**src/rtl/dtc_consts.svh**
```systemverilog
// Constants for the dual timer/event counter: register offsets, field positions, reset values
`ifndef DTC_CONSTS_SVH
`define DTC_CONSTS_SVH

`define DTC_OFS_IRQ_CTRL  8'h0b
`define DTC_OFS_C0_HIGH   8'h0c
`define DTC_OFS_C0_LOW    8'h0d
`define DTC_OFS_C0_CTRL   8'h0e
`define DTC_OFS_C1_HIGH   8'h0f
`define DTC_OFS_C1_LOW    8'h10
`define DTC_OFS_C1_CTRL   8'h11
`define DTC_OFS_PORT_A    8'h12

`define DTC_CTRL_RESET    8'h08
`define DTC_PORT_A_RESET  8'hff
`define DTC_CTRL0_MASK    8'hdf
`define DTC_CTRL1_MASK    8'hd8

`define DTC_BIT_RUN       4
`define DTC_BIT_EDGE      3
`define DTC_BIT_MODE_HI   7
`define DTC_BIT_MODE_LO   6
`define DTC_BIT_IEN0      2
`define DTC_BIT_IEN1      3
`define DTC_BIT_FLAG0     5
`define DTC_BIT_FLAG1     6
`define DTC_BIT_TONE      3

`define DTC_C1_PSC_SEL    3'h2
`define DTC_COUNT_MAX     16'hffff
`define DTC_COUNT_ONE     16'h0001
`define DTC_PSC_ONE       7'h01

`endif

```
**src/rtl/dtc_pkg.sv**
```systemverilog
// Types shared by the dual timer/event counter modules
package dtc_pkg;

  typedef enum logic [1:0] {
    DTC_MODE_OFF   = 2'b00,
    DTC_MODE_EVENT = 2'b01,
    DTC_MODE_TIMER = 2'b10,
    DTC_MODE_PULSE = 2'b11
  } dtc_mode_t;

  typedef enum logic [1:0] {
    DTC_PW_WAIT = 2'b01,
    DTC_PW_MEAS = 2'b10
  } dtc_pw_state_t;

  typedef struct packed {
    logic [15:0]   count;
    logic          pin;
    dtc_pw_state_t pw;
  } dtc_cnt_state_t;

  typedef struct packed {
    logic [1:0][7:0]  ctrl;
    logic [1:0][15:0] pre;
    logic [1:0][7:0]  hold;
    logic [1:0]       flag;
    logic [1:0]       ien;
    logic [7:0]       port_a;
    logic [6:0]       psc;
    logic [7:0]       rdata;
    logic             tone;
    logic             pin;
    logic [1:0]       irq;
    logic             wake;
    logic             pwm_tick;
  } dtc_top_state_t;

endpackage

```
**src/rtl/dtc_counter.sv**
```systemverilog
// One 16-bit up counter with event, timer and pulse-width modes
`include "dtc_consts.svh"

module dtc_counter (
  input  logic               mclk_in,
  input  logic               sys_rst_in,
  input  dtc_pkg::dtc_mode_t mode_in,
  input  logic               edge_sel_in,
  input  logic               run_in,
  input  logic               int_tick_in,
  input  logic               ext_pin_in,
  input  logic               block_in,
  input  logic               load_in,
  input  logic [15:0]        load_val_in,
  input  logic [15:0]        preload_in,
  output logic [15:0]        count_out,
  output logic               ovf_out,
  output logic               run_clr_out
);
  import dtc_pkg::*;

  dtc_cnt_state_t s_q;
  dtc_cnt_state_t s_d;
  logic           rise;
  logic           fall;
  logic           start_edge;
  logic           stop_edge;
  logic           step;

  always_comb begin
    s_d         = s_q;
    ovf_out     = 1'b0;
    run_clr_out = 1'b0;
    step        = 1'b0;
    rise        = ext_pin_in & ~s_q.pin;
    fall        = ~ext_pin_in & s_q.pin;
    start_edge  = edge_sel_in ? rise : fall;
    stop_edge   = edge_sel_in ? fall : rise;
    s_d.pin     = ext_pin_in;
    unique case (mode_in)
      DTC_MODE_EVENT: step = run_in & (edge_sel_in ? fall : rise);
      DTC_MODE_TIMER: step = run_in & int_tick_in;
      DTC_MODE_PULSE: step = run_in & (s_q.pw == DTC_PW_MEAS) & int_tick_in;
      DTC_MODE_OFF:   step = 1'b0;
    endcase
    // Only pulse-width mode ever asks for the run bit to drop
    if (!run_in || mode_in != DTC_MODE_PULSE) begin
      s_d.pw = DTC_PW_WAIT;
    end else begin
      unique case (s_q.pw)
        DTC_PW_WAIT: begin
          if (start_edge) begin
            s_d.pw = DTC_PW_MEAS;
          end
        end
        DTC_PW_MEAS: begin
          if (stop_edge) begin
            s_d.pw      = DTC_PW_WAIT;
            run_clr_out = 1'b1;
            step        = 1'b0;
          end
        end
        default: s_d.pw = DTC_PW_WAIT;
      endcase
    end
    // A read in progress swallows this count; the lost tick is accepted
    if (block_in) begin
      step = 1'b0;
    end
    if (load_in) begin
      s_d.count = load_val_in;
    end else if (step) begin
      if (s_q.count == `DTC_COUNT_MAX) begin
        s_d.count = preload_in;
        ovf_out   = 1'b1;
      end else begin
        s_d.count = s_q.count + `DTC_COUNT_ONE;
      end
    end
  end

  always_ff @(posedge mclk_in or posedge sys_rst_in) begin
    if (sys_rst_in) begin
      s_q <= '{count: 16'h0000, pin: 1'b0, pw: DTC_PW_WAIT};
    end else begin
      s_q <= s_d;
    end
  end

  assign count_out = s_q.count;

endmodule

```
**src/rtl/dtc_top.sv**
```systemverilog
// Top of the dual timer/event counter: register port, prescaler, flags, tone divider
`include "dtc_consts.svh"

module dtc_top #(
  parameter bit TONE_OPTION = 1'b1,
  parameter bit TONE_SRC    = 1'b0
) (
  input  logic       mclk_in,
  input  logic       sys_rst_in,
  input  logic [7:0] reg_addr_in,
  input  logic [7:0] reg_wdata_in,
  input  logic       reg_wr_in,
  input  logic       reg_rd_in,
  input  logic       counter0_pin_in,
  input  logic       counter1_pin_in,
  output logic [7:0] reg_rdata_out,
  output logic       port_a_bit3_pin_out,
  output logic       counter0_irq_out,
  output logic       counter1_irq_out,
  output logic       wake_out,
  output logic       pwm_clk_tick_out
);
  import dtc_pkg::*;

  ////////////////////////////////////////////////////////////////////////////////
  // Helpers

  function automatic logic hit(input logic [7:0] addr, input logic [7:0] ofs);
    hit = (addr == ofs);
  endfunction

  // Tick once per divisor period of the free-running prescaler
  function automatic logic psc_tick(input logic [6:0] cnt, input logic [2:0] sel);
    logic [6:0] mask;
    mask = 7'h00;
    unique case (sel)
      3'h0:    mask = 7'h01;
      3'h1:    mask = 7'h01;
      3'h2:    mask = 7'h03;
      3'h3:    mask = 7'h07;
      3'h4:    mask = 7'h0f;
      3'h5:    mask = 7'h1f;
      3'h6:    mask = 7'h3f;
      3'h7:    mask = 7'h7f;
    endcase
    psc_tick = ((cnt & mask) == mask);
  endfunction

  // Mode field of a control byte; code 00 leaves the counter idle
  function automatic dtc_mode_t mode_of(input logic [7:0] ctrl);
    mode_of = dtc_mode_t'(ctrl[`DTC_BIT_MODE_HI:`DTC_BIT_MODE_LO]);
  endfunction

  // Preload word formed by a high-byte write and the buffered low byte
  function automatic logic [15:0] pair_bytes(input logic [7:0] high, input logic [7:0] low);
    pair_bytes = {high, low};
  endfunction

  ////////////////////////////////////////////////////////////////////////////////
  // State and decode

  dtc_top_state_t   s_q;
  dtc_top_state_t   s_d;

  logic             wr_irq;
  logic             wr_port_a;
  logic [1:0]       wr_high;
  logic [1:0]       wr_low;
  logic [1:0]       wr_ctrl;
  logic [1:0]       rd_high;
  logic [1:0]       rd_low;
  logic [1:0]       rd_ctrl;
  logic             rd_irq;
  logic             rd_port_a;

  logic [1:0]       run;
  logic [1:0]       edge_sel;
  logic [1:0]       load;
  logic [1:0]       tick;
  logic [1:0]       ovf;
  logic [1:0]       run_clr;
  logic             tone_ovf;
  dtc_mode_t        mode0;
  dtc_mode_t        mode1;
  logic [15:0]      count0;
  logic [15:0]      count1;
  logic [15:0]      load_val0;
  logic [15:0]      load_val1;

  always_comb begin
    wr_irq     = reg_wr_in & hit(reg_addr_in, `DTC_OFS_IRQ_CTRL);
    wr_port_a  = reg_wr_in & hit(reg_addr_in, `DTC_OFS_PORT_A);
    wr_high[0] = reg_wr_in & hit(reg_addr_in, `DTC_OFS_C0_HIGH);
    wr_high[1] = reg_wr_in & hit(reg_addr_in, `DTC_OFS_C1_HIGH);
    wr_low[0]  = reg_wr_in & hit(reg_addr_in, `DTC_OFS_C0_LOW);
    wr_low[1]  = reg_wr_in & hit(reg_addr_in, `DTC_OFS_C1_LOW);
    wr_ctrl[0] = reg_wr_in & hit(reg_addr_in, `DTC_OFS_C0_CTRL);
    wr_ctrl[1] = reg_wr_in & hit(reg_addr_in, `DTC_OFS_C1_CTRL);
    rd_irq     = reg_rd_in & hit(reg_addr_in, `DTC_OFS_IRQ_CTRL);
    rd_port_a  = reg_rd_in & hit(reg_addr_in, `DTC_OFS_PORT_A);
    rd_high[0] = reg_rd_in & hit(reg_addr_in, `DTC_OFS_C0_HIGH);
    rd_high[1] = reg_rd_in & hit(reg_addr_in, `DTC_OFS_C1_HIGH);
    rd_low[0]  = reg_rd_in & hit(reg_addr_in, `DTC_OFS_C0_LOW);
    rd_low[1]  = reg_rd_in & hit(reg_addr_in, `DTC_OFS_C1_LOW);
    rd_ctrl[0] = reg_rd_in & hit(reg_addr_in, `DTC_OFS_C0_CTRL);
    rd_ctrl[1] = reg_rd_in & hit(reg_addr_in, `DTC_OFS_C1_CTRL);
  end

  ////////////////////////////////////////////////////////////////////////////////
  // Per-counter controls from the control registers and writes; counter 1 prescaler select is fixed

  always_comb begin
    run[0]      = s_q.ctrl[0][`DTC_BIT_RUN];
    run[1]      = s_q.ctrl[1][`DTC_BIT_RUN];
    edge_sel[0] = s_q.ctrl[0][`DTC_BIT_EDGE];
    edge_sel[1] = s_q.ctrl[1][`DTC_BIT_EDGE];
    mode0       = mode_of(s_q.ctrl[0]);
    mode1       = mode_of(s_q.ctrl[1]);
    tick[0]     = psc_tick(s_q.psc, s_q.ctrl[0][2:0]);
    tick[1]     = psc_tick(s_q.psc, `DTC_C1_PSC_SEL);
    // Direct load only while stopped, otherwise the preload alone changes
    load[0]     = wr_high[0] & ~run[0];
    load[1]     = wr_high[1] & ~run[1];
    load_val0   = pair_bytes(reg_wdata_in, s_q.hold[0]);
    load_val1   = pair_bytes(reg_wdata_in, s_q.hold[1]);
  end

  ////////////////////////////////////////////////////////////////////////////////
  // The two counters

  dtc_counter u_counter0 (
    .mclk_in     (mclk_in),
    .sys_rst_in  (sys_rst_in),
    .mode_in     (mode0),
    .edge_sel_in (edge_sel[0]),
    .run_in      (run[0]),
    .int_tick_in (tick[0]),
    .ext_pin_in  (counter0_pin_in),
    .block_in    (rd_high[0]),
    .load_in     (load[0]),
    .load_val_in (load_val0),
    .preload_in  (s_q.pre[0]),
    .count_out   (count0),
    .ovf_out     (ovf[0]),
    .run_clr_out (run_clr[0])
  );

  dtc_counter u_counter1 (
    .mclk_in     (mclk_in),
    .sys_rst_in  (sys_rst_in),
    .mode_in     (mode1),
    .edge_sel_in (edge_sel[1]),
    .run_in      (run[1]),
    .int_tick_in (tick[1]),
    .ext_pin_in  (counter1_pin_in),
    .block_in    (rd_high[1]),
    .load_in     (load[1]),
    .load_val_in (load_val1),
    .preload_in  (s_q.pre[1]),
    .count_out   (count1),
    .ovf_out     (ovf[1]),
    .run_clr_out (run_clr[1])
  );

  ////////////////////////////////////////////////////////////////////////////////
  // Next state

  always_comb begin
    s_d     = s_q;
    s_d.psc = s_q.psc + `DTC_PSC_ONE;

    // Byte pairing: low byte goes to the holding buffer first
    if (wr_low[0]) begin
      s_d.hold[0] = reg_wdata_in;
    end
    if (wr_low[1]) begin
      s_d.hold[1] = reg_wdata_in;
    end
    if (wr_high[0]) begin
      s_d.pre[0] = load_val0;
    end
    if (wr_high[1]) begin
      s_d.pre[1] = load_val1;
    end

    // Hardware clear first so a software write in the same cycle still lands
    if (run_clr[0]) begin
      s_d.ctrl[0][`DTC_BIT_RUN] = 1'b0;
    end
    if (run_clr[1]) begin
      s_d.ctrl[1][`DTC_BIT_RUN] = 1'b0;
    end
    if (wr_ctrl[0]) begin
      s_d.ctrl[0] = reg_wdata_in & `DTC_CTRL0_MASK;
    end
    if (wr_ctrl[1]) begin
      s_d.ctrl[1] = reg_wdata_in & `DTC_CTRL1_MASK;
    end

    if (wr_port_a) begin
      s_d.port_a = reg_wdata_in;
    end

    // Flags: software may write either value, a fresh overflow always wins
    if (wr_irq) begin
      s_d.flag[0] = reg_wdata_in[`DTC_BIT_FLAG0];
      s_d.flag[1] = reg_wdata_in[`DTC_BIT_FLAG1];
      s_d.ien[0]  = reg_wdata_in[`DTC_BIT_IEN0];
      s_d.ien[1]  = reg_wdata_in[`DTC_BIT_IEN1];
    end
    s_d.flag = s_d.flag | ovf;
    s_d.irq  = s_d.flag & s_d.ien;
    s_d.wake = |ovf;

    s_d.pwm_tick = tick[0];

    // Tone divider: half the overflow rate of the chosen counter
    tone_ovf = TONE_SRC ? ovf[1] : ovf[0];
    if (tone_ovf) begin
      s_d.tone = ~s_q.tone;
    end
    if (TONE_OPTION) begin
      s_d.pin = s_d.port_a[`DTC_BIT_TONE] & s_d.tone;
    end else begin
      s_d.pin = s_d.port_a[`DTC_BIT_TONE];
    end

    // Read data lives for exactly one cycle after the strobe
    s_d.rdata = 8'h00;
    if (rd_high[0]) begin
      s_d.rdata   = count0[15:8];
      s_d.hold[0] = count0[7:0];
    end
    if (rd_high[1]) begin
      s_d.rdata   = count1[15:8];
      s_d.hold[1] = count1[7:0];
    end
    if (rd_low[0]) begin
      s_d.rdata = s_q.hold[0];
    end
    if (rd_low[1]) begin
      s_d.rdata = s_q.hold[1];
    end
    if (rd_ctrl[0]) begin
      s_d.rdata = s_q.ctrl[0];
    end
    if (rd_ctrl[1]) begin
      s_d.rdata = s_q.ctrl[1];
    end
    if (rd_irq) begin
      s_d.rdata[`DTC_BIT_FLAG0] = s_q.flag[0];
      s_d.rdata[`DTC_BIT_FLAG1] = s_q.flag[1];
      s_d.rdata[`DTC_BIT_IEN0]  = s_q.ien[0];
      s_d.rdata[`DTC_BIT_IEN1]  = s_q.ien[1];
    end
    if (rd_port_a) begin
      s_d.rdata = s_q.port_a;
    end
  end

  ////////////////////////////////////////////////////////////////////////////////
  // Registers

  always_ff @(posedge mclk_in or posedge sys_rst_in) begin
    if (sys_rst_in) begin
      s_q.ctrl     <= {`DTC_CTRL_RESET, `DTC_CTRL_RESET};
      s_q.pre      <= '0;
      s_q.hold     <= '0;
      s_q.flag     <= 2'h0;
      s_q.ien      <= 2'h0;
      s_q.port_a   <= `DTC_PORT_A_RESET;
      s_q.psc      <= 7'h00;
      s_q.rdata    <= 8'h00;
      s_q.tone     <= 1'b0;
      s_q.pin      <= 1'b0;
      s_q.irq      <= 2'h0;
      s_q.wake     <= 1'b0;
      s_q.pwm_tick <= 1'b0;
    end else begin
      s_q <= s_d;
    end
  end

  ////////////////////////////////////////////////////////////////////////////////
  // Outputs

  assign reg_rdata_out       = s_q.rdata;
  assign port_a_bit3_pin_out = s_q.pin;
  assign counter0_irq_out    = s_q.irq[0];
  assign counter1_irq_out    = s_q.irq[1];
  assign wake_out            = s_q.wake;
  assign pwm_clk_tick_out    = s_q.pwm_tick;

endmodule

```
**config.mk**
```make
export PLATFORM = sky130hd
export DESIGN_NAME = dtc_top
export DESIGN_NICKNAME = d
export VERILOG_FILES = /design/src/rtl/dtc_pkg.sv /design/src/rtl/dtc_counter.sv /design/src/rtl/dtc_top.sv
export VERILOG_INCLUDE_DIRS = /design/src /design/src/rtl
export SDC_FILE = /design/constraint.sdc
export NUM_CORES = 1
export LEC_CHECK = 0
export ABC_AREA = 1
export BUFFER_PORTS_ARGS = -buffer_cell sky130_fd_sc_hd__buf_2
export CORE_MARGIN = 5
export CORE_UTILIZATION = 60
export DETAILED_ROUTE_END_ITERATION = 8
export HOLD_SLACK_MARGIN = 0.12
export PLACE_DENSITY = 0.78
export RECOVER_POWER = 25
export SYNTH_ARGS = -nofsm -noshare
export SYNTH_HDL_FRONTEND = slang
export SYNTH_SLANG_ARGS = --single-unit
```
**constraint.sdc**
```tcl
create_clock -name mclk_in -period 5.1 [get_ports mclk_in]
set_input_delay 0.765 -clock mclk_in [delete_from_list [all_inputs] [get_ports mclk_in]]
set_output_delay 0.765 -clock mclk_in [all_outputs]
set_load 0.02 [all_outputs]
```
==> results by group <==
Global route
  • Routing usage on met3: 0.0594
  • Met2 Resource Use GR: 0.424
  • Maximum number of pins on one net before global-route repair: 94
  • Wire length of the first global-routing pass: around 32000 um
  • Global-route usage over all layers: 0.280
  • Vias in the first global route: a little over 6000
  • Grt met1 use: 0.405
  • GRT overflow: 0
  • Most congested layer reported by global routing: met2
  • Number of antenna violations at the first check in global routing: 1

Clock network
  • Post-CTS Setup Bufs: 0
  • Clock transition at the register clock pins on the worst setup and hold paths after CTS: about 60 ps
  • Gates resized, CTS repair: 0
  • Depth of the CTS H-tree: 4
  • TritonCTS clock tree: yes
  • Worst-skew pair later-pin latency: about 420 ps
  • Cell at the root of the clock tree: sky130_fd_sc_hd__clkbuf_16
  • CTS Buf Count: 17
  • Clk sinks: between 100 and 150
  • Cts hold-fix bufs: 0
  • Maximum buffer depth of the clock tree: 2

Floorplan
  • Width of the chip: roughly 120 um
  • Number of core rows: 40
  • Starting utilization of the core area: 0.611
  • Core Area: approximately 12000 um2
  • Die Height: 121 um
  • IO Count: 35
  • Die footprint: 14500 um2

Timing
  • Number of hold violations in the final report: 0
  • Post-route clock period utilization: 0.513
  • Final period demand of the worst path: about 2600 ps
  • Tightest slew margin relative to the limit: 0.424
  • F_max: about 0.38 GHz
  • Worst hold slack across all endpoints: between 400 and 500 ps
  • Worst setup slack after layout: approximately 2500 ps
  • RSZ-0062 raised after global routing: false
  • Setup TNS: 0 ps
  • Count of pins over their slew limit: 0
  • Finish-stage setup viols: 0
  • Clock skew: about 11 ps
  • Worst Max-Slew Pin Slew: between 800 and 900 ps

Routing
  • WL per Instance: ~17 um
  • Remaining antenna violation count: 0
  • Overall via count from detail_route: ~6600
  • Number of DRC markers after the initial detailed-route iteration: 849
  • Residual DRC count: 0
  • Count of TritonRoute iterations in the first routing pass: 5
  • Via-to-Cell Ratio: ~5.7
  • Total length of routed wires: 19600 um

Worst setup path
  • Cell type with the highest occurrence count on the critical path: sky130_fd_sc_hd__nand2_1
  • Longest individual stage delay on the worst path: roughly 560 ps
  • Crit end category: flip-flop
  • Worst flop-to-flop path startpoint: u_counter0.s_q[2]
  • Cell chain of the critical path: buf_2 > nor2_1 > nand3_1 > nor2_4 > nand2_2 > nand2_1 > inv_2 > nand2_1 > inv_2 > nand2_1 > nand3_1
  • Arrival time at the worst endpoint: 2900 ps
  • Cell with the biggest individual delay on the critical path: sky130_fd_sc_hd__nand2_1
  • Type of the setup path with the least slack: input pin to flip-flop
  • Largest delay share family, worst path: simple AND/OR/NAND/NOR gates
  • Worst EP required: approximately 5400 ps
  • Maximum fanout count along the critical path: 21
  • Critical Path Start Type: input pin
  • Critical path origin: reg_addr_in[7]
  • Crit path buffers/inverters: 3

Finish
  • Commonest cells after routing, fill and taps aside: sky130_fd_sc_hd__nand2_1, sky130_fd_sc_hd__nand3_1, sky130_fd_sc_hd__dfrtp_1, sky130_fd_sc_hd__inv_1, sky130_fd_sc_hd__o21ai_0
  • Most common cell after layout, fill and taps aside: sky130_fd_sc_hd__nand2_1
  • Growth of design area from synthesis to finish: 10.4%
  • Fraction of final layout cells with drive strength greater than 1: 0.123
  • Final net count: between 1000 and 1500
  • Layout filler cell count: around 1000

Power and ir drop
  • Standby leakage power: 0.00391 uW
  • Power per unit of standard cell area: between 300 and 400 nW/um2
  • Total chip power: 2590 uW
  • Max rail drop VDD: 238 uV

Yosys
  • Async SR Flop Fraction: 1.00
  • Synth Flop Type: sky130_fd_sc_hd__dfrtp_1
  • Total nets after synthesis: between 1000 and 1500
  • Syn Area/Cell: 7.46 um2
  • Post-synth cell types: 40
  • Number of flops mapped to enable cells by yosys: 0
  • Yosys reg bits: 130
  • Cell count after synthesis: 984
  • Post-Synthesis Cell Area: ~7300 um2
  • Post-synthesis sequential area ratio: 0.445
  • Warning count from the yosys run: 0

Job
  • Max-cap violation count: 0

Worst hold path
  • Hold Startpoint: s_q[20]
  • Type of the tightest min-delay check: flip-flop to flip-flop

Placed design
  • Dpl ws: 2150 ps
  • Final weighted congestion of routability-driven global placement: between 0.9 and 1
  • Port-buffer cells: 34
  • Total half-perimeter wirelength after legalization and detailed placement: 13700 um

Run status
  • Run status: complete, no violations
==> synth_stat cells (4+ instances only) <==
master / instances / share of area
sky130_fd_sc_hd__nand4_1: 13 / 0.011
sky130_fd_sc_hd__clkbuf_1: 7 / 0.0036
sky130_fd_sc_hd__o21ai_0: 99 / 0.068
sky130_fd_sc_hd__nand2_1: 303 / 0.16
sky130_fd_sc_hd__o21ai_1: 9 / 0.0061
sky130_fd_sc_hd__buf_2: 9 / 0.0061
sky130_fd_sc_hd__a21oi_1: 6 / 0.0041
sky130_fd_sc_hd__nand3_1: 124 / 0.085
sky130_fd_sc_hd__inv_2: 8 / 0.0041
sky130_fd_sc_hd__nor2_4: 10 / 0.015
sky130_fd_sc_hd__dfrtp_1: 118 / 0.40
sky130_fd_sc_hd__nand2_4: 4 / 0.0061
sky130_fd_sc_hd__xnor2_1: 7 / 0.0084
sky130_fd_sc_hd__o211ai_1: 11 / 0.011
sky130_fd_sc_hd__inv_1: 106 / 0.054
sky130_fd_sc_hd__xor2_1: 13 / 0.016
sky130_fd_sc_hd__nor2_1: 50 / 0.026
sky130_fd_sc_hd__buf_4: 15 / 0.015
sky130_fd_sc_hd__nand2_2: 12 / 0.010
sky130_fd_sc_hd__nor3_1: 17 / 0.012
sky130_fd_sc_hd__dfstp_2: 12 / 0.043
==> cell type report <==
type                    count  area (um2)  share of cell area
flip-flops and latches    130        3270               0.404
inverters                 117         449              0.0555
repair buffers             35         174              0.0215
diodes                      1        2.50            0.000309
well taps                 147         184              0.0227
multi-input cells         703        3410               0.421
clock buffers              22         484              0.0598
clock inverters            10         130              0.0161
==> where the power goes <==
| group | internal, uW | switching, uW | leakage [uW] |
|---|---|---|---|
| clock network | 816 | 439 | 0.000302 |
| registers | 1090 | 54.5 | 0.00161 |
| logic | 56.1 | 135 | 0.00199 |
| total | 1960 | 628 | 0.00391 |
==> final timing paths <==
check	end	slack, ps	depth (start not counted)
min reg2reg	s_q[20]	470	1
min in group asynchronous	s_q[70]	510	2
max in group asynchronous	s_q[27]	3570	3
max reg2reg	u_counter0.count_out[12]	2910	10
min	s_q[20]	470	1
max	u_counter0.count_out[12]	2480	11
==> stage by stage <==
step | instances | area [um2] | util
floorplan | 984 | 7340 | -
global placement | 1132 | 7490 | 0.623
global route | 1165 | 8100 | 0.674
finish | 1165 | 8100 | 0.674
detailed placement | 1132 | 7490 | 0.623
CTS | 1164 | 8100 | 0.674
==> registers in the layout, summed over array words and instances (netlist names) <==
name and cells:
wake_out 1, u_counter1.count_out 16, u_counter0.count_out 16, u_counter1.s_q 3
counter1_irq_out 1, u_counter0.s_q 3, load_val1 8, mode0 2
s_q 55, reg_rdata_out 8, run 2, edge_sel 2
mode1 2, load_val0 8, pwm_clk_tick_out 1, port_a_bit3_pin_out 1
counter0_irq_out 1
==> per-layer routing <==
layer	up-vias	share of wire
met5	-	0
met4	0	0.023
met3	32	0.073
met2	255	0.44
met1	3118	0.46
li1	3198	-
==> kinds of logic after synthesis <==
logic type	after synthesis	synth area share
AOI/OAI and AO/OA	128	0.0924
xor gates and xnor gates	20	0.0239
adders and majority gates	3	0.00512
buffers and inverters	151	0.0902
DFF	130	0.445
and+or+nand+nor	552	0.343
Power figures use the tool's default switching activity.
